===== src/design/iec_pkg.sv =====
// Constants, register map and carrier types of the interrupt enable control block.
// Operation
// - Global enable set passes every active interrupt; cleared blocks all from the core.
// - Peripheral-group enable set passes peripheral interrupts; cleared blocks them all.
// - Edge select one picks rising edge of external pin, zero falling edge.
// - Edge select resets to one; global and peripheral-group enables reset to zero.
// - Control register bits five down to one are unimplemented and read zero.
// - Source flags are set by events regardless of any enable bit.
// - Sources with enables in peripheral enable registers need the group enable.
// - Enable register zero: timer-zero bit 5, change detect bit 4, pin bit 0.
// - Enable register one holds eight enables, timer-one gate down to timer-one overflow.
// - Enable register two: comparator b, comparator a, nvm done, oscillator rollover.
// - On the small variant comparator b is absent, so its enable gates nothing.
// - Enable register three: oscillator fail, clock switch, logic cells b and a.
// - All implemented per-source enable bits reset to zero on every reset.
// - Taking an enabled interrupt clears global enable and jumps to vector 0004h.
// - External pin flag sets on each valid edge of the selected polarity.
// - Return from interrupt sets the global enable again.
package iec_pkg;

  // ----------------------------------------------------------------
  // Register offsets, byte addresses on the APB.
  // ----------------------------------------------------------------
  localparam logic [7:0] OFF_CTRL = 8'h00;
  localparam logic [7:0] OFF_EN0 = 8'h04;
  localparam logic [7:0] OFF_EN1 = 8'h08;
  localparam logic [7:0] OFF_EN2 = 8'h0c;
  localparam logic [7:0] OFF_EN3 = 8'h10;
  localparam logic [7:0] OFF_FLAG0 = 8'h14;
  localparam logic [7:0] OFF_STATUS = 8'h18;
  localparam logic [7:0] OFF_MASK = 8'h1c;

  // ----------------------------------------------------------------
  // Field positions and implemented-bit masks.
  // ----------------------------------------------------------------
  localparam int unsigned CTRL_GIE_BIT = 7;
  localparam int unsigned CTRL_PERIPHERAL_GROUP_ENABLE_BIT = 6;
  localparam int unsigned CTRL_EDGE_BIT = 0;
  localparam int unsigned EN0_EXT_BIT = 0;
  localparam int unsigned EN2_CMPB_BIT = 6;
  localparam logic [7:0] EN0_IMPL = 8'h31;
  localparam logic [7:0] EN1_IMPL = 8'hff;
  localparam logic [7:0] EN2_IMPL = 8'h71;
  localparam logic [7:0] EN3_IMPL = 8'hc3;

  // ----------------------------------------------------------------
  // Reset values.
  // ----------------------------------------------------------------
  localparam logic RST_GIE = 1'b0;
  localparam logic RST_PERIPHERAL_GROUP_ENABLE = 1'b0;
  localparam logic RST_EDGE = 1'b1;
  localparam logic [7:0] RST_EN = 8'h00;
  localparam logic [2:0] RST_STAT_MASK = 3'h0;

  // ----------------------------------------------------------------
  // Event status bits and the vector.
  // ----------------------------------------------------------------
  localparam int unsigned ST_EXT_EDGE = 0;
  localparam int unsigned ST_TAKEN = 1;
  localparam int unsigned ST_RETURN = 2;
  localparam int unsigned ST_W = 3;
  localparam logic [15:0] VECTOR_ADDR = 16'h0004;
  localparam int unsigned SYNC_PRIME = 3;

  // Four flag or enable bytes laid out like the four enable registers.
  typedef struct packed {
    logic [7:0] r3;
    logic [7:0] r2;
    logic [7:0] r1;
    logic [7:0] r0;
  } iec_bank_t;

endpackage


===== src/design/iec_flag_cell.sv =====
// Sticky flag bit where a set in the clearing cycle wins.
`timescale 1ns/1ps
module iec_flag_cell (
  input wire logic i_clk,
  input wire logic i_rst_n,
  input wire logic i_set,
  input wire logic i_clr,
  output logic o_q
);

  logic next_q;

  assign next_q = i_set | (o_q & ~i_clr);

  always_ff @(posedge i_clk or negedge i_rst_n) begin
    if (!i_rst_n) begin
      o_q <= 1'b0;
    end else begin
      o_q <= next_q;
    end
  end

endmodule


===== src/design/iec_edge_sync.sv =====
// Two-stage synchroniser and selectable edge detector for the external pin.
`timescale 1ns/1ps
module iec_edge_sync (
  input wire logic i_clk,
  input wire logic i_rst_n,
  input wire logic i_pin,
  input wire logic i_rising,
  output logic o_edge
);

  logic meta;
  logic sync;
  logic prev;
  logic [1:0] prime;
  logic primed;

  // No edge is reported until the chain holds real pin samples, so a pin
  // that sits high through reset does not look like a rising edge.
  // The previous-sample stage only holds a real sample after the third edge.
  assign primed = (prime == 2'(iec_pkg::SYNC_PRIME));
  assign o_edge = primed & (i_rising ? (sync & ~prev) : (~sync & prev));

  always_ff @(posedge i_clk or negedge i_rst_n) begin
    if (!i_rst_n) begin
      meta <= 1'b0;
      sync <= 1'b0;
      prev <= 1'b0;
      prime <= 2'h0;
    end else begin
      meta <= i_pin;
      sync <= meta;
      prev <= sync;
      prime <= primed ? prime : prime + 2'h1;
    end
  end

endmodule


===== src/design/iec_ctrl.sv =====
// Interrupt enable control: APB registers, request gating and vector request.
`timescale 1ns/1ps
module iec_ctrl #(
  parameter bit HAS_COMPARATOR_B = 1'b1
) (
  input wire logic i_clk,
  input wire logic i_rst_n,
  input wire logic i_psel,
  input wire logic i_penable,
  input wire logic i_pwrite,
  input wire logic [7:0] i_paddr,
  input wire logic [31:0] i_pwdata,
  input wire logic [3:0] i_pstrb,
  output logic [31:0] o_prdata,
  output logic o_pready,
  output logic o_pslverr,
  input wire iec_pkg::iec_bank_t i_src_flags,
  input wire logic i_ext_pin,
  input wire logic i_return_from_irq,
  output logic o_core_irq,
  output logic [15:0] o_vector_addr,
  output logic o_wake_req,
  output logic o_irq
);

  // ----------------------------------------------------------------
  // Register state.
  // ----------------------------------------------------------------
  logic global_irq_enable;
  logic peripheral_group_enable;
  logic ext_edge_select;
  iec_pkg::iec_bank_t enable_bank;
  logic [iec_pkg::ST_W-1:0] stat_mask;
  logic [iec_pkg::ST_W-1:0] stat_q;
  logic ext_pin_irq_flag;

  // ----------------------------------------------------------------
  // APB decode.
  // ----------------------------------------------------------------
  logic access;
  logic wr_en;
  logic rd_en;
  logic lane0;
  logic hit_ctrl;
  logic hit_en0;
  logic hit_en1;
  logic hit_en2;
  logic hit_en3;
  logic hit_flag0;
  logic hit_status;
  logic hit_mask;
  logic mapped;
  logic [7:0] wbyte;

  // The slave inserts one wait state; the write lands on the completing edge.
  assign access = i_psel & i_penable;
  assign wr_en = access & o_pready & i_pwrite & lane0 & mapped;
  assign rd_en = access & ~o_pready & ~i_pwrite;
  assign lane0 = i_pstrb[0];
  assign wbyte = i_pwdata[7:0];
  assign hit_ctrl = (i_paddr == iec_pkg::OFF_CTRL);
  assign hit_en0 = (i_paddr == iec_pkg::OFF_EN0);
  assign hit_en1 = (i_paddr == iec_pkg::OFF_EN1);
  assign hit_en2 = (i_paddr == iec_pkg::OFF_EN2);
  assign hit_en3 = (i_paddr == iec_pkg::OFF_EN3);
  assign hit_flag0 = (i_paddr == iec_pkg::OFF_FLAG0);
  assign hit_status = (i_paddr == iec_pkg::OFF_STATUS);
  assign hit_mask = (i_paddr == iec_pkg::OFF_MASK);
  assign mapped = hit_ctrl | hit_en0 | hit_en1 | hit_en2 | hit_en3 | hit_flag0 |
                  hit_status | hit_mask;

  // ----------------------------------------------------------------
  // Flag bank seen by the gating logic.
  // ----------------------------------------------------------------
  logic ext_edge;
  logic [7:0] flag_r0;
  logic [7:0] flag_r2;
  iec_pkg::iec_bank_t flag_bank;
  iec_pkg::iec_bank_t active;
  logic any_active;
  logic pending;
  logic take;

  iec_edge_sync u_edge (
    .i_clk(i_clk),
    .i_rst_n(i_rst_n),
    .i_pin(i_ext_pin),
    .i_rising(ext_edge_select),
    .o_edge(ext_edge)
  );

  // The pin flag is set by any valid edge whatever the enables say, and a
  // write of one clears it unless an edge arrives in the same cycle.
  iec_flag_cell u_ext_flag (
    .i_clk(i_clk),
    .i_rst_n(i_rst_n),
    .i_set(ext_edge),
    .i_clr(wr_en & hit_flag0 & wbyte[iec_pkg::EN0_EXT_BIT]),
    .o_q(ext_pin_irq_flag)
  );

  // Peripheral flags arrive already set by their sources, unaffected by any
  // enable here; only the pin flag is held locally.
  assign flag_r0 = {i_src_flags.r0[7:1], ext_pin_irq_flag} & iec_pkg::EN0_IMPL;
  // The small variant has no second comparator, so that flag is forced low.
  assign flag_r2 = HAS_COMPARATOR_B ? i_src_flags.r2 :
                   (i_src_flags.r2 & ~(8'h01 << iec_pkg::EN2_CMPB_BIT));
  assign flag_bank.r0 = flag_r0;
  assign flag_bank.r1 = i_src_flags.r1 & iec_pkg::EN1_IMPL;
  assign flag_bank.r2 = flag_r2 & iec_pkg::EN2_IMPL;
  assign flag_bank.r3 = i_src_flags.r3 & iec_pkg::EN3_IMPL;

  assign active = flag_bank & enable_bank;
  assign any_active = |active;
  // Every source has its enable in one of the four peripheral enable
  // registers, so each one also needs the group enable.
  assign pending = peripheral_group_enable & any_active;
  assign take = global_irq_enable & pending;

  // ----------------------------------------------------------------
  // Interrupt control register.
  // ----------------------------------------------------------------
  logic wr_ctrl;
  logic next_gie;
  logic next_peripheral_group_enable;
  logic next_edge_sel;

  assign wr_ctrl = wr_en & hit_ctrl;
  // Taking the vector clears the global enable; the return sets it back.
  // Hardware wins over a software write in the same cycle.
  assign next_gie = take ? 1'b0 :
                    i_return_from_irq ? 1'b1 :
                    wr_ctrl ? wbyte[iec_pkg::CTRL_GIE_BIT] : global_irq_enable;
  assign next_peripheral_group_enable = wr_ctrl ? wbyte[iec_pkg::CTRL_PERIPHERAL_GROUP_ENABLE_BIT] : peripheral_group_enable;
  assign next_edge_sel = wr_ctrl ? wbyte[iec_pkg::CTRL_EDGE_BIT] : ext_edge_select;

  always_ff @(posedge i_clk or negedge i_rst_n) begin
    if (!i_rst_n) begin
      global_irq_enable <= iec_pkg::RST_GIE;
      peripheral_group_enable <= iec_pkg::RST_PERIPHERAL_GROUP_ENABLE;
      ext_edge_select <= iec_pkg::RST_EDGE;
    end else begin
      global_irq_enable <= next_gie;
      peripheral_group_enable <= next_peripheral_group_enable;
      ext_edge_select <= next_edge_sel;
    end
  end

  // ----------------------------------------------------------------
  // Peripheral enable registers.
  // ----------------------------------------------------------------
  iec_pkg::iec_bank_t next_enable;

  // Unimplemented positions are masked on write so they always read zero.
  assign next_enable.r0 = (wr_en & hit_en0) ? (wbyte & iec_pkg::EN0_IMPL) :
                          enable_bank.r0;
  assign next_enable.r1 = (wr_en & hit_en1) ? (wbyte & iec_pkg::EN1_IMPL) :
                          enable_bank.r1;
  assign next_enable.r2 = (wr_en & hit_en2) ? (wbyte & iec_pkg::EN2_IMPL) :
                          enable_bank.r2;
  assign next_enable.r3 = (wr_en & hit_en3) ? (wbyte & iec_pkg::EN3_IMPL) :
                          enable_bank.r3;

  always_ff @(posedge i_clk or negedge i_rst_n) begin
    if (!i_rst_n) begin
      enable_bank.r0 <= iec_pkg::RST_EN;
      enable_bank.r1 <= iec_pkg::RST_EN;
      enable_bank.r2 <= iec_pkg::RST_EN;
      enable_bank.r3 <= iec_pkg::RST_EN;
    end else begin
      enable_bank <= next_enable;
    end
  end

  // ----------------------------------------------------------------
  // Event status, mask and interrupt line.
  // ----------------------------------------------------------------
  logic [iec_pkg::ST_W-1:0] stat_set;
  logic [iec_pkg::ST_W-1:0] stat_clr;
  logic [iec_pkg::ST_W-1:0] next_mask;
  logic next_irq;

  assign stat_set[iec_pkg::ST_EXT_EDGE] = ext_edge;
  assign stat_set[iec_pkg::ST_TAKEN] = take;
  assign stat_set[iec_pkg::ST_RETURN] = i_return_from_irq;
  assign stat_clr = (wr_en & hit_status) ? wbyte[iec_pkg::ST_W-1:0] : '0;
  assign next_mask = (wr_en & hit_mask) ? wbyte[iec_pkg::ST_W-1:0] : stat_mask;
  assign next_irq = |(stat_q & stat_mask);

  for (genvar g = 0; g < iec_pkg::ST_W; g++) begin : g_stat
    iec_flag_cell u_cell (
      .i_clk(i_clk),
      .i_rst_n(i_rst_n),
      .i_set(stat_set[g]),
      .i_clr(stat_clr[g]),
      .o_q(stat_q[g])
    );
  end

  always_ff @(posedge i_clk or negedge i_rst_n) begin
    if (!i_rst_n) begin
      stat_mask <= iec_pkg::RST_STAT_MASK;
      o_irq <= 1'b0;
    end else begin
      stat_mask <= next_mask;
      o_irq <= next_irq;
    end
  end

  // ----------------------------------------------------------------
  // Core-facing outputs.
  // ----------------------------------------------------------------
  // The core request rises for one cycle: taking it drops the global enable,
  // so a flag left set cannot re-enter until the return.
  logic [15:0] next_vector;

  assign next_vector = take ? iec_pkg::VECTOR_ADDR : o_vector_addr;

  always_ff @(posedge i_clk or negedge i_rst_n) begin
    if (!i_rst_n) begin
      o_core_irq <= 1'b0;
      o_vector_addr <= 16'h0000;
      o_wake_req <= 1'b0;
    end else begin
      o_core_irq <= take;
      o_vector_addr <= next_vector;
      o_wake_req <= pending;
    end
  end

  // ----------------------------------------------------------------
  // Read data and APB answer.
  // ----------------------------------------------------------------
  logic [7:0] ctrl_rd;
  logic [7:0] status_rd;
  logic [7:0] mask_rd;
  logic [7:0] rd_byte;
  logic [31:0] next_prdata;
  logic next_pready;
  logic next_pslverr;

  assign ctrl_rd = {global_irq_enable, peripheral_group_enable, 5'h00,
                    ext_edge_select};
  assign status_rd = {5'h00, stat_q};
  assign mask_rd = {5'h00, stat_mask};
  assign rd_byte = hit_ctrl ? ctrl_rd :
                   hit_en0 ? enable_bank.r0 :
                   hit_en1 ? enable_bank.r1 :
                   hit_en2 ? enable_bank.r2 :
                   hit_en3 ? enable_bank.r3 :
                   hit_flag0 ? flag_bank.r0 :
                   hit_status ? status_rd :
                   hit_mask ? mask_rd : 8'h00;
  assign next_prdata = rd_en ? {24'h000000, rd_byte} : o_prdata;
  assign next_pready = access & ~o_pready;
  assign next_pslverr = access & ~o_pready & ~mapped;

  always_ff @(posedge i_clk or negedge i_rst_n) begin
    if (!i_rst_n) begin
      o_prdata <= 32'h00000000;
      o_pready <= 1'b0;
      o_pslverr <= 1'b0;
    end else begin
      o_prdata <= next_prdata;
      o_pready <= next_pready;
      o_pslverr <= next_pslverr;
    end
  end

endmodule


===== config.mk =====
export PLATFORM = sky130hd
export DESIGN_NAME = iec_ctrl
export DESIGN_NICKNAME = d
export VERILOG_FILES = /design/src/design/iec_pkg.sv /design/src/design/iec_flag_cell.sv /design/src/design/iec_edge_sync.sv /design/src/design/iec_ctrl.sv
export SDC_FILE = /design/constraint.sdc
export NUM_CORES = 1
export LEC_CHECK = 0
export BUFFER_PORTS_ARGS = -buffer_cell sky130_fd_sc_hd__buf_2
export CORE_AREA = 8 8 85 87
export DETAILED_ROUTE_END_ITERATION = 8
export DIE_AREA = 0 0 93 95
export PLACE_DENSITY = 0.87
export SYNTH_ARGS = -nofsm -noshare
export SYNTH_HDL_FRONTEND = slang
export SYNTH_SLANG_ARGS = --single-unit

===== constraint.sdc =====
create_clock -name i_clk -period 1.85 [get_ports i_clk]
set_input_delay 0.37 -clock i_clk [delete_from_list [all_inputs] [get_ports i_clk]]
set_output_delay 0.37 -clock i_clk [all_outputs]
set_load 0.1 [all_outputs]

# ---- Word level (Yosys, flattened, before mapping)
# Index checks and enable logic that the tools add are counted.
dict set report totals {
  ff_bits 48
  output_inout_bits 53
  elab_cells 97
}
dict set report classes {
  addsub 1
  eq_ne 8
  muxes 13
  n_bitwise 48
  reduce_logical 4
}
# cell n
set op_table {}
lappend op_table {{two-way mux 8 bit} 5}
lappend op_table {{bitwise AND 32 bit} 1}
lappend op_table {{equality test 8 x 5 -> 1 bit, second input constant} 4}
lappend op_table {{OR reduction 32 bit} 1}
lappend op_table {{bitwise AND 1 bit} 26}
lappend op_table {{equality test 8 x 4 -> 1 bit, second input constant} 2}
lappend op_table {{OR 1 bit} 11}
lappend op_table {{two-way mux 3 bit} 3}
lappend op_table {{inverter 1 bit} 9}
lappend op_table {{equality test 8 x 3 -> 1 bit, second input constant} 1}
lappend op_table {{logical NOT 8 bit} 1}
lappend op_table {{two-way mux 6 bit} 1}
lappend op_table {{two-way mux 1 bit} 4}
lappend op_table {{bitwise AND 3 bit} 1}
lappend op_table {{nonzero test 3 bit} 1}
lappend op_table {{OR reduction 3 bit} 1}
lappend op_table {{adder 2 x 1 -> 2 bit, second input constant} 1}
lappend op_table {{equality test 2 bit, second input constant} 1}

# ---- Logic depth before layout (Yosys ltp)
# Gate-level depths: netlist of run 1.
dict set report logic_depth {
  depth_word 14
  ltp_mapped 7
  ltp_nobuf 5
}

# ---- Modules after synthesis
# From an unflattened synthesis of run 1, not the netlist that was laid out.
dict set report unflattened {
  hier_cells 245
  area_unflattened_um2 2581.2
}
# module n_inst cells_per_inst area_per_inst_um2 seq_area_each_um2
set by_module_without_submodules {}
lappend by_module_without_submodules {iec_ctrl 1 222 2250.9 977.2}
lappend by_module_without_submodules {iec_edge_sync 1 11 185.2 125.1}
lappend by_module_without_submodules {iec_flag_cell 4 3 36.3 25.0}

# ---- Least setup slack after synthesis of run 1
# Ideal clock, no wire load.
dict set report synth_path {
  path_type {reg-to-reg}
  start {reg o_pready}
  end {reg stat_mask[0] (netlist bit)}
  setup_time_ns 0.128
  arrival_time_ns 2.011
  required_ns 1.722
  setup_slack_ns -0.289
  path_stages_with_launch 6
  n_path_buf 0
  cell_sequence {dfrtp_1 -> nand3_1 -> nor2_1 -> nand3_2 -> nor3_4 -> mux2_1}
}
dict set report synth_via {
  elab_chain_len 5
}
# item line_no
set synth_rtl {}
lappend synth_rtl {{start: declaration} iec_ctrl.sv:15} ;# output logic o_pready,
lappend synth_rtl {{start signal: assignment} iec_ctrl.sv:265} ;# o_pready <= next_pready;
lappend synth_rtl {{bitwise AND 1 bit (4 in series)} iec_ctrl.sv:57} ;# assign wr_en = access & o_pready & i_pwrite & lane0 & mapped;
lappend synth_rtl {{bitwise AND 1 bit} iec_ctrl.sv:187} ;# assign next_mask = (wr_en & hit_mask) ? wbyte[iec_pkg::ST_W-1:0] : stat_mask;
lappend synth_rtl {{end signal: assignment} iec_ctrl.sv:202} ;# stat_mask <= iec_pkg::RST_STAT_MASK;
lappend synth_rtl {{end signal: assignment} iec_ctrl.sv:205} ;# stat_mask <= next_mask;
lappend synth_rtl {{end: declaration} iec_ctrl.sv:33} ;# logic [iec_pkg::ST_W-1:0] stat_mask;
# No other way between the ends.
# A chain may end at the register's enable or synchronous reset.

# ---- Worst setup path in the final report of run 1
dict set report layout_path {
  start {reg o_pready}
  end {reg enable_bank[31] (netlist bit)}
}
dict set report layout_via {
  elab_chain_len 5
}
# item line_no
set layout_rtl {}
lappend layout_rtl {{bitwise AND 1 bit (4 in series)} iec_ctrl.sv:57}
lappend layout_rtl {{bitwise AND 1 bit} iec_ctrl.sv:161} ;# assign next_enable.r3 = (wr_en & hit_en3) ? (wbyte & iec_pkg::EN3_IMPL) :
lappend layout_rtl {{end signal: assignment} iec_ctrl.sv:171} ;# enable_bank <= next_enable;
lappend layout_rtl {{end: declaration} iec_ctrl.sv:32} ;# iec_pkg::iec_bank_t enable_bank;
# No other way between the ends.

==> results of run 1 <==
-- cells by family (layout without fill, tap and decap cells) --
family	Yosys count	after routing	share of synthesized area, %
flops	48	48	45.5
compound gates	42	42	11.1
other cells	1	39	0.142
fa+ha+maj	1	1	0.473
buf+inv	49	90	12.7
xor+xnor	1	1	0.331
mux	31	31	15.6
simple gates	62	62	14.2
-- per-layer routing --
metal	global-route usage, %	up-vias	wire length (um)
met3	4.21	9	758
li1	-	923	-
met1	19.1	965	2630
met5	0	-	0
met4	5.23	0	79
met2	24.4	122	3120
-- sequential cells by signal, summed over array words and instances, names as in the netlist --
signal	cells
g_stat.u_cell.o_q	3
u_ext_flag.o_q	1
o_core_irq	1
o_vector_addr	1
stat_mask	3
u_edge.meta	1
peripheral_group_enable	1
u_edge.prime	2
o_pready	1
o_prdata	8
ext_edge_select	1
o_pslverr	1
u_edge.prev	1
global_irq_enable	1
o_wake_req	1
enable_bank	19
o_irq	1
u_edge.sync	1
-- critical path: stages, from the launching register on --
cell	delay, ps
sky130_fd_sc_hd__dfrtp_2	410
sky130_fd_sc_hd__nand3_1	80
sky130_fd_sc_hd__nor2_1	240
sky130_fd_sc_hd__nand3_2	180
sky130_fd_sc_hd__nor2b_2	290
sky130_fd_sc_hd__mux2_1	360
-- worst min-delay path by stage --
stage	start	to	slack [ps]
floorplan	i_rst_n	enable_bank[0]$_DFFE_PN0P_	70
global placement	i_rst_n	o_pslverr$_DFF_PN0_	270
detailed placement	i_rst_n	o_prdata[1]$_DFFE_PN0P_	270
CTS	i_ext_pin	u_edge.meta$_DFF_PN0_	160
global route	i_ext_pin	u_edge.meta$_DFF_PN0_	150
finish	i_ext_pin	u_edge.meta$_DFF_PN0_	170
-- final cells by class --
| class | count | share of cell area [%] |
|---|---|---|
| Clock buffer | 6 | 2.31 |
| Clock inverter | 2 | 1.12 |
| Tap cell | 75 | 2.99 |
| Inverter | 4 | 0.479 |
| Timing Repair Buffer | 78 | 14.8 |
| Multi-Input combinational cell | 176 | 39.9 |
| Sequential cell | 48 | 38.4 |
-- where the power goes --
group          leakage (uW)  switching (uW)  internal (uW)
Clock             0.0000552             339            401
Combinational      0.000946             606           97.4
Sequential         0.000617            13.0           1070
Total               0.00162             958           1570
-- through the flow --
stage | utilization, % | std cells
2_1_floorplan | - | 273
3_3_place_gp | 51.8 | 380
3_5_place_dp | 51.8 | 380
4_1_cts | 53.8 | 389
5_1_grt | 53.9 | 389
6_report | 53.9 | 389
-- cells in the mapped netlist (4+ instances only) --
cell and count:
sky130_fd_sc_hd__dfrtp_1 47, sky130_fd_sc_hd__buf_4 40, sky130_fd_sc_hd__nand2_1 20, sky130_fd_sc_hd__mux2_4 15
sky130_fd_sc_hd__nor2_1 12, sky130_fd_sc_hd__o21ai_0 10, sky130_fd_sc_hd__mux2_1 9, sky130_fd_sc_hd__a22o_1 5
sky130_fd_sc_hd__a22oi_1 5, sky130_fd_sc_hd__and3_1 5, sky130_fd_sc_hd__nand3_1 5, sky130_fd_sc_hd__a21oi_1 4
sky130_fd_sc_hd__inv_1 4, sky130_fd_sc_hd__mux2i_1 4
-- timing repair --
item                                    CTS  global route
endpoints found under the hold margin     8             0
endpoints found under the setup margin    0             1
gates resized for setup                   0             1
hold buffers                              1             0
-- layout by cell type, fill, tap and decap left out, drive strengths merged, types with 2 or more instances in the layout --
cell    count
o21ai      13
a22oi       5
nor3        6
a21oi       4
nor2       13
a22o        5
mux2       26
or2         2
inv         4
buf        77
a32oi       3
or3         2
a221oi      3
mux2i       4
nand3       7
clkbuf      6
and3        5
a222oi      2
nand2      22
conb       39
dfrtp      47
a31oi       3
==> results.md, run 1 <==
- The combined flip-flop and latch cell area is between 1000 and 1500 um2.
- The count of TritonRoute iterations in the first routing pass is 4.
- The total core area is approximately 5800 um2.
- The count of vias placed by the detailed router is 2019.
- In this run, synthesis produced a sequential element count of 48.
- The synthesized design contains 0 enable-type register cells.
- The classification of the worst-slack hold path is input pin to flip-flop.
- After routing the design area is 3140 um2.
- The worst flop-to-flop path startpoint is o_pready$_DFF_PN0_.
- The first-pass GRT wire length is between 10 and 15 mm.
- The share of cells above drive strength 1 is between 30% and 40%.
- The time the worst path needs with I/O delays and setup is between 1500 and 2000 ps.
- Global routing finished with a remaining overflow of 0.
- The synthesized design spends more area on one cell type than any other, namely sky130_fd_sc_hd__dfrtp_1.
- Of the synthesized area, sequential elements account for around 46%.
- The synthesis-to-layout area growth is 18.7%.
- Power spread over the standard cell area amounts to roughly 800 nW/um2.
- TritonCTS built the clock tree.
- The H-tree generated during clock tree synthesis spans 2 levels.
- The total of warnings raised by yosys is 0.
- The mapped netlist covers around 2600 um2.
- Once the floorplan was initialized, standard cells occupied between 40% and 50% of the core.
- The total cell area at the placement stage is ~3000 um2.
- In this run the critical register-to-register path is captured at enable_bank[31]$_DFFE_PN0P_.
- Setup repair after global routing left no endpoint under its margin.
- Synthesis produced a netlist whose cell count is roughly 240.
- The total setup violations reported at the end of the flow is 0.
- Dividing the detail-routed wire length by the instance count gives between 15 and 20 um.
- The number of violations reported at the end of detailed-routing iteration 0 is 172.
- The number of antenna violations at the first check in global routing is 0.
- The clock passes through at most 2 buffers.
- Summed over all failing endpoints, the final setup total negative slack is 0 ps.
- The area used by multi-input combinational logic is 1250 um2.
- The cell leakage power is ~0.0016 uW.
- The number of top-level pins is 136.
- The floorplan step defined a die boundary enclosing between 8000 and 9000 um2.
- The worst setup path startpoint is o_pready$_DFF_PN0_.
- The clock transition time at the flip-flop clock pins of the worst setup and hold paths is approximately 90 ps.
- The post-route fraction of the period consumed by the critical path is approximately 90%.
- Yosys mapped the design onto 48 distinct sky130hd cell types.
- STA classifies the critical path endpoint as a flip-flop.
- The flow ran to the end, and the final reports show no timing, DRC or antenna violations.
- The congestion estimate from routability-driven global placement came to slightly below 1.
- The number of setup buffers added after CTS is 0.
- The reported max-cap violation count is 0.
- The source-to-sink clock delay at the later pin of the worst-skew pair is around 300 ps.
- The arrival time of the worst setup path is 1860 ps.
- The floorplan step set the die height to 95 um.
- Hold is met by approximately 170 ps.
- The average footprint of a synthesized cell is 11.2 um2.
- TritonCTS created 5 clock buffers.
- The worst IR drop on VDD is 0.000457 V.
- The repair_antennas step left the layout with diodes totalling 0.
- Along the worst hold path, the cell count comes to 1.
- The final hold violation count came to 0.
- The post-placement setup slack is -115 ps.
- The maximum fanout along the worst path is 6.
- The net count of the finished layout is 397.
- Summing internal, switching and leakage power gives ~2500 uW.
- Derived from the worst setup path, the maximum achievable clock frequency is between 0.5 and 0.6 GHz.
- The setup slack of the worst register-to-register path is ~180 ps.
- The routed design has about 6.6 mm of wire.
- The required time of the worst setup path is 2030 ps.
- The worst reg-to-reg path cell count is 5.
- Counting flops with an async set or reset pin after synthesis yields a share of between 90% and 100%.
- Entering global routing, the biggest net connects 25 pins.
- The type of origin of the critical path is a flip-flop.
- In the routed design, unresolved DRC markers number 0.
- The tree is rooted in a sky130_fd_sc_hd__clkbuf_8.
- The number of input and output port buffers inserted is 55.
- The routed via count divided by cell count is just over 5.
- Summed over its instances, the top area cell type makes up 44.5% of the synthesized netlist area.
- The TritonCTS sink count is 48.
- The width of the die is a little over 90 um.
- In the global route stage, overall resource usage came out at about 15%.
- In the synthesized netlist the dominant register cell turns out to be sky130_fd_sc_hd__dfrtp_1.
- The floorplan has 28 rows.
- Once detailed placement completed, the half-perimeter wirelength came to roughly 5.4 mm.
- The worst setup path is of the flip-flop to flip-flop kind.
- The number of fill cells is about 510.
- The final number of max-transition violations is 0.
- The number of global-route vias before repair is roughly 2100.
- The clock tree skew after final layout is between 6 and 7 ps.
- The worst setup path endpoint is enable_bank[31]$_DFFE_PN0P_.
- The count of nets left with antenna violations once routing finished came out at 0.
- Ranked by total cell area, the synthesized netlist is headed by sky130_fd_sc_hd__dfrtp_1 45%, sky130_fd_sc_hd__buf_4 11%, sky130_fd_sc_hd__mux2_4 8.5%.
- The slack of the critical path is ~180 ps.
Note: power is estimated with default switching activity, not from simulation.
==> run 2, diff against run 1 <==
Settings changed: CORE_AREA 8 8 85 87 to 8 8 100 75, DIE_AREA 0 0 93 95 to 0 0 108 83, PLACE_DENSITY 0.87 to 0.86.
==> results.md, run 2 (synthesized netlist as in run 1, its figures left out) <==
- The flow ran to the end, and the final reports show no timing, DRC or antenna violations.
- The post-route antenna net violation count is 0.
- In this run the most used layer during global routing was met2.
- The average wire per standard cell is 17.1 um.
- Timing analysis after detailed placement gives a worst setup slack of -67.8 ps.
- The required time of the worst setup path is approximately 2000 ps.
- The worst register-to-register path has a setup slack of about 150 ps.
- The number of global-route vias before repair is roughly 2100.
- The worst IR drop on VDD is 0.000347 V.
- The time the worst path needs with I/O delays and setup is 1700 ps.
- The end of the worst register-to-register path is o_vector_addr[2]$_DFFE_PN0P_.
- After clock tree synthesis, the setup repair step added 0 buffers.
- For this run, global-route usage on met1 was measured as ~18%.
- Routability-driven placement finished with a final weighted congestion of around 0.95.
- Compared with the post-synthesis result, the final layout area differs by 17.3%.
- The hold buffer count at cts is 0.
- In this run the core area contains 24 standard-cell rows.
- Among all stages on the critical path, the largest delay is contributed by sky130_fd_sc_hd__dfrtp_1.
- The final number of max-transition violations was 0.
- For this run, design rule violations remaining after detail routing come to 0.
- Measured against its own limit, the worst slew margin works out to ~63%.
- The largest registers in the layout are enable_bank (19), o_prdata (8).
- The maximum clock rate is 0.587 GHz.
- Registers take ~1200 um2.
- The met3 track demand over resource in global routing is between 4 and 5%.
- The reported max-cap violation count is 0.
- Setup repair after global routing left no endpoint under its margin.
- The number of instances in the placed design is 380.
- Counting flops per register, the top entry is enable_bank.
- The cell leakage power is between 0.0015 and 0.002 uW.
- Of all nets on the critical path, the largest fanout is 4.
- The type of origin of the critical path is a flip-flop.
- The number of diodes added for antenna fixing is 0.
- The overall track demand over capacity in global routing is between 10% and 20%.
- The smallest hold slack is roughly 51 ps.
- Detailed placement ended at an HPWL of roughly 5.5 mm.
- The startpoint identified for the worst register-to-register timing path is enable_bank[5]$_DFFE_PN0P_.
- The final hold violation count was 0.
- The post-route fraction of the period consumed by the critical path is 92.0%.
- The critical path in this run is classified as flip-flop to flip-flop.
- For the worst flop-to-flop path, the logic depth is 5.
- The total number of nets in the final design is around 390.
- The completed layout was analyzed and its total power is roughly 2500 uW.
- Measured along the x axis, the die boundary spans around 110 um.
- The first global-routing pass estimated around 11 mm of wire.
- The met2 track demand over resource in global routing is 24.5%.
- Traced cell by cell, the critical path runs through a22o_1, a221oi_1, and3_1, a31oi_1, or2_1.
- The count of TritonRoute iterations in the first routing pass is 5.
- The number of input and output port buffers inserted is 55.
- The number of violations reported at the end of detailed-routing iteration 0 is about 140.
- For the pin with the worst max-slew slack, the measured transition is around 550 ps.
- The library cell used most frequently in the layout, excluding fill and tap cells, is sky130_fd_sc_hd__buf_2.
- The TritonCTS sink count is 48.
- The post-cts resize count is 0.
- Counting both buffers and inverters, the worst setup path holds a total of 0.
- The source-to-sink clock delay at the later pin of the worst-skew pair is about 300 ps.
- In this run the clock root is driven by a sky130_fd_sc_hd__clkbuf_8.
- Counting the fill cells in the layout gives roughly 570.
- The classification of the worst-slack hold path is input pin to asynchronous set/reset pin.
- Entering global routing, the biggest net connects 27 pins.
- The total overflow left after global routing is 0.
- The power per standard cell area is slightly above 800 nW/um2.
- For this block, the routed nets add up to between 6 and 7 mm of wire.
- TritonCTS built the clock tree.
- The largest single stage delay on the critical path is 420 ps.
- Setup violations remaining at the end of the flow were counted as 0.
- Among cell families on the critical path, the largest total delay comes from compound AO/OA/AOI/OAI gates.
- Of the cells placed in the final design, the portion with a size suffix greater than 1 is roughly 37%.
- The clock transition time at the flip-flop clock pins of the worst setup and hold paths is about 90 ps.
- For this configuration, the core starts out at a cell density of roughly 44%.
- The overall die height is slightly above 80 um.
- Adding up every negative setup slack in the final design gives 0 ps.
- Leaving out filler cells and counting taps, the final layout contains 388.
- The clock tree skew after final layout is 11.6 ps.
- The register with the most flip-flops in the layout has 19 of them.
- The number of top-level pins is 136.
- The clock passes through at most 2 buffers.
- The top cell types in the final layout, fill and taps aside, are 55 x sky130_fd_sc_hd__buf_2, 46 x sky130_fd_sc_hd__dfrtp_1, 39 x sky130_fd_sc_hd__conb_1.
- After floorplanning, the core was sized to cover ~6000 um2.
- The full die area is ~9000 um2.
- The arrival time of the worst setup path is ~1900 ps.
- In the final layout, the multi-input gates occupy 1250 um2.
- The critical path capture point type is a flip-flop.
- Summing over every cut layer, the via total after detailed routing is 1960.
- The slack of the critical path is around 150 ps.
- The number of buffers inserted during clock tree synthesis is 5.
- The number of levels in the clock H-tree is 2.
- The routed via count divided by cell count is around 5.1.
- The number of antenna violations at the first check in global routing is 0.
[run 2: cell count changes in the layout (fill, tap and decap cells not counted), sizes merged]
cell	delta
buf	-3
dlygate4sd3	-1
[run 2: worst register-to-register path, stage by stage (launching register included)]
cell	delay, ps
sky130_fd_sc_hd__dfrtp_1	420
sky130_fd_sc_hd__a22o_1	240
sky130_fd_sc_hd__a221oi_1	190
sky130_fd_sc_hd__and3_1	270
sky130_fd_sc_hd__a31oi_1	210
sky130_fd_sc_hd__or2_1	270
[run 2: power breakdown]
group / internal, uW / switching (uW) / total, uW / leakage (uW)
clock network: 401 / 331 / 732 / 0.0000552
registers: 1070 / 12.8 / 1080 / 0.000617
logic: 92.8 / 606 / 699 / 0.000928
[run 2: area by class of cell]
type,count,area share [%]
clock buffers,6,2.34
repair buffers,74,13.9
inverters,4,0.484
well taps,78,3.15
clock inverters,2,1.13
flip-flops and latches,48,38.8
multi-input cells,176,40.2
[run 2: how the worst max path moves through the flow]
stage,startpoint,to,slack (ps),cells after the start
after floorplan,o_pready$_DFF_PN0_,stat_mask[0]$_DFFE_PN0P_,10,5
after global placement,i_paddr[5],enable_bank[31]$_DFFE_PN0P_,-40,6
after detailed placement,i_paddr[5],stat_mask[0]$_DFFE_PN0P_,-70,6
after CTS,enable_bank[5]$_DFFE_PN0P_,o_vector_addr[2]$_DFFE_PN0P_,190,5
after global routing,enable_bank[5]$_DFFE_PN0P_,o_vector_addr[2]$_DFFE_PN0P_,1,5
final,enable_bank[5]$_DFFE_PN0P_,o_vector_addr[2]$_DFFE_PN0P_,150,5
[run 2: through the flow]
stage	cell area, um2	util (%)
2_1_floorplan	2790	-
3_3_place_gp	2990	50.1
3_5_place_dp	2990	50.1
4_1_cts	3100	51.9
5_1_grt	3100	51.9
6_report	3100	51.9
[run 2: routing by layer]
| metal | wire [um] | share of wire [%] |
|---|---|---|
| met1 | 2690 | 41 |
| met5 | 0 | 0 |
| met3 | 622 | 9.4 |
| met4 | 21 | 0.32 |
| met2 | 3290 | 50 |
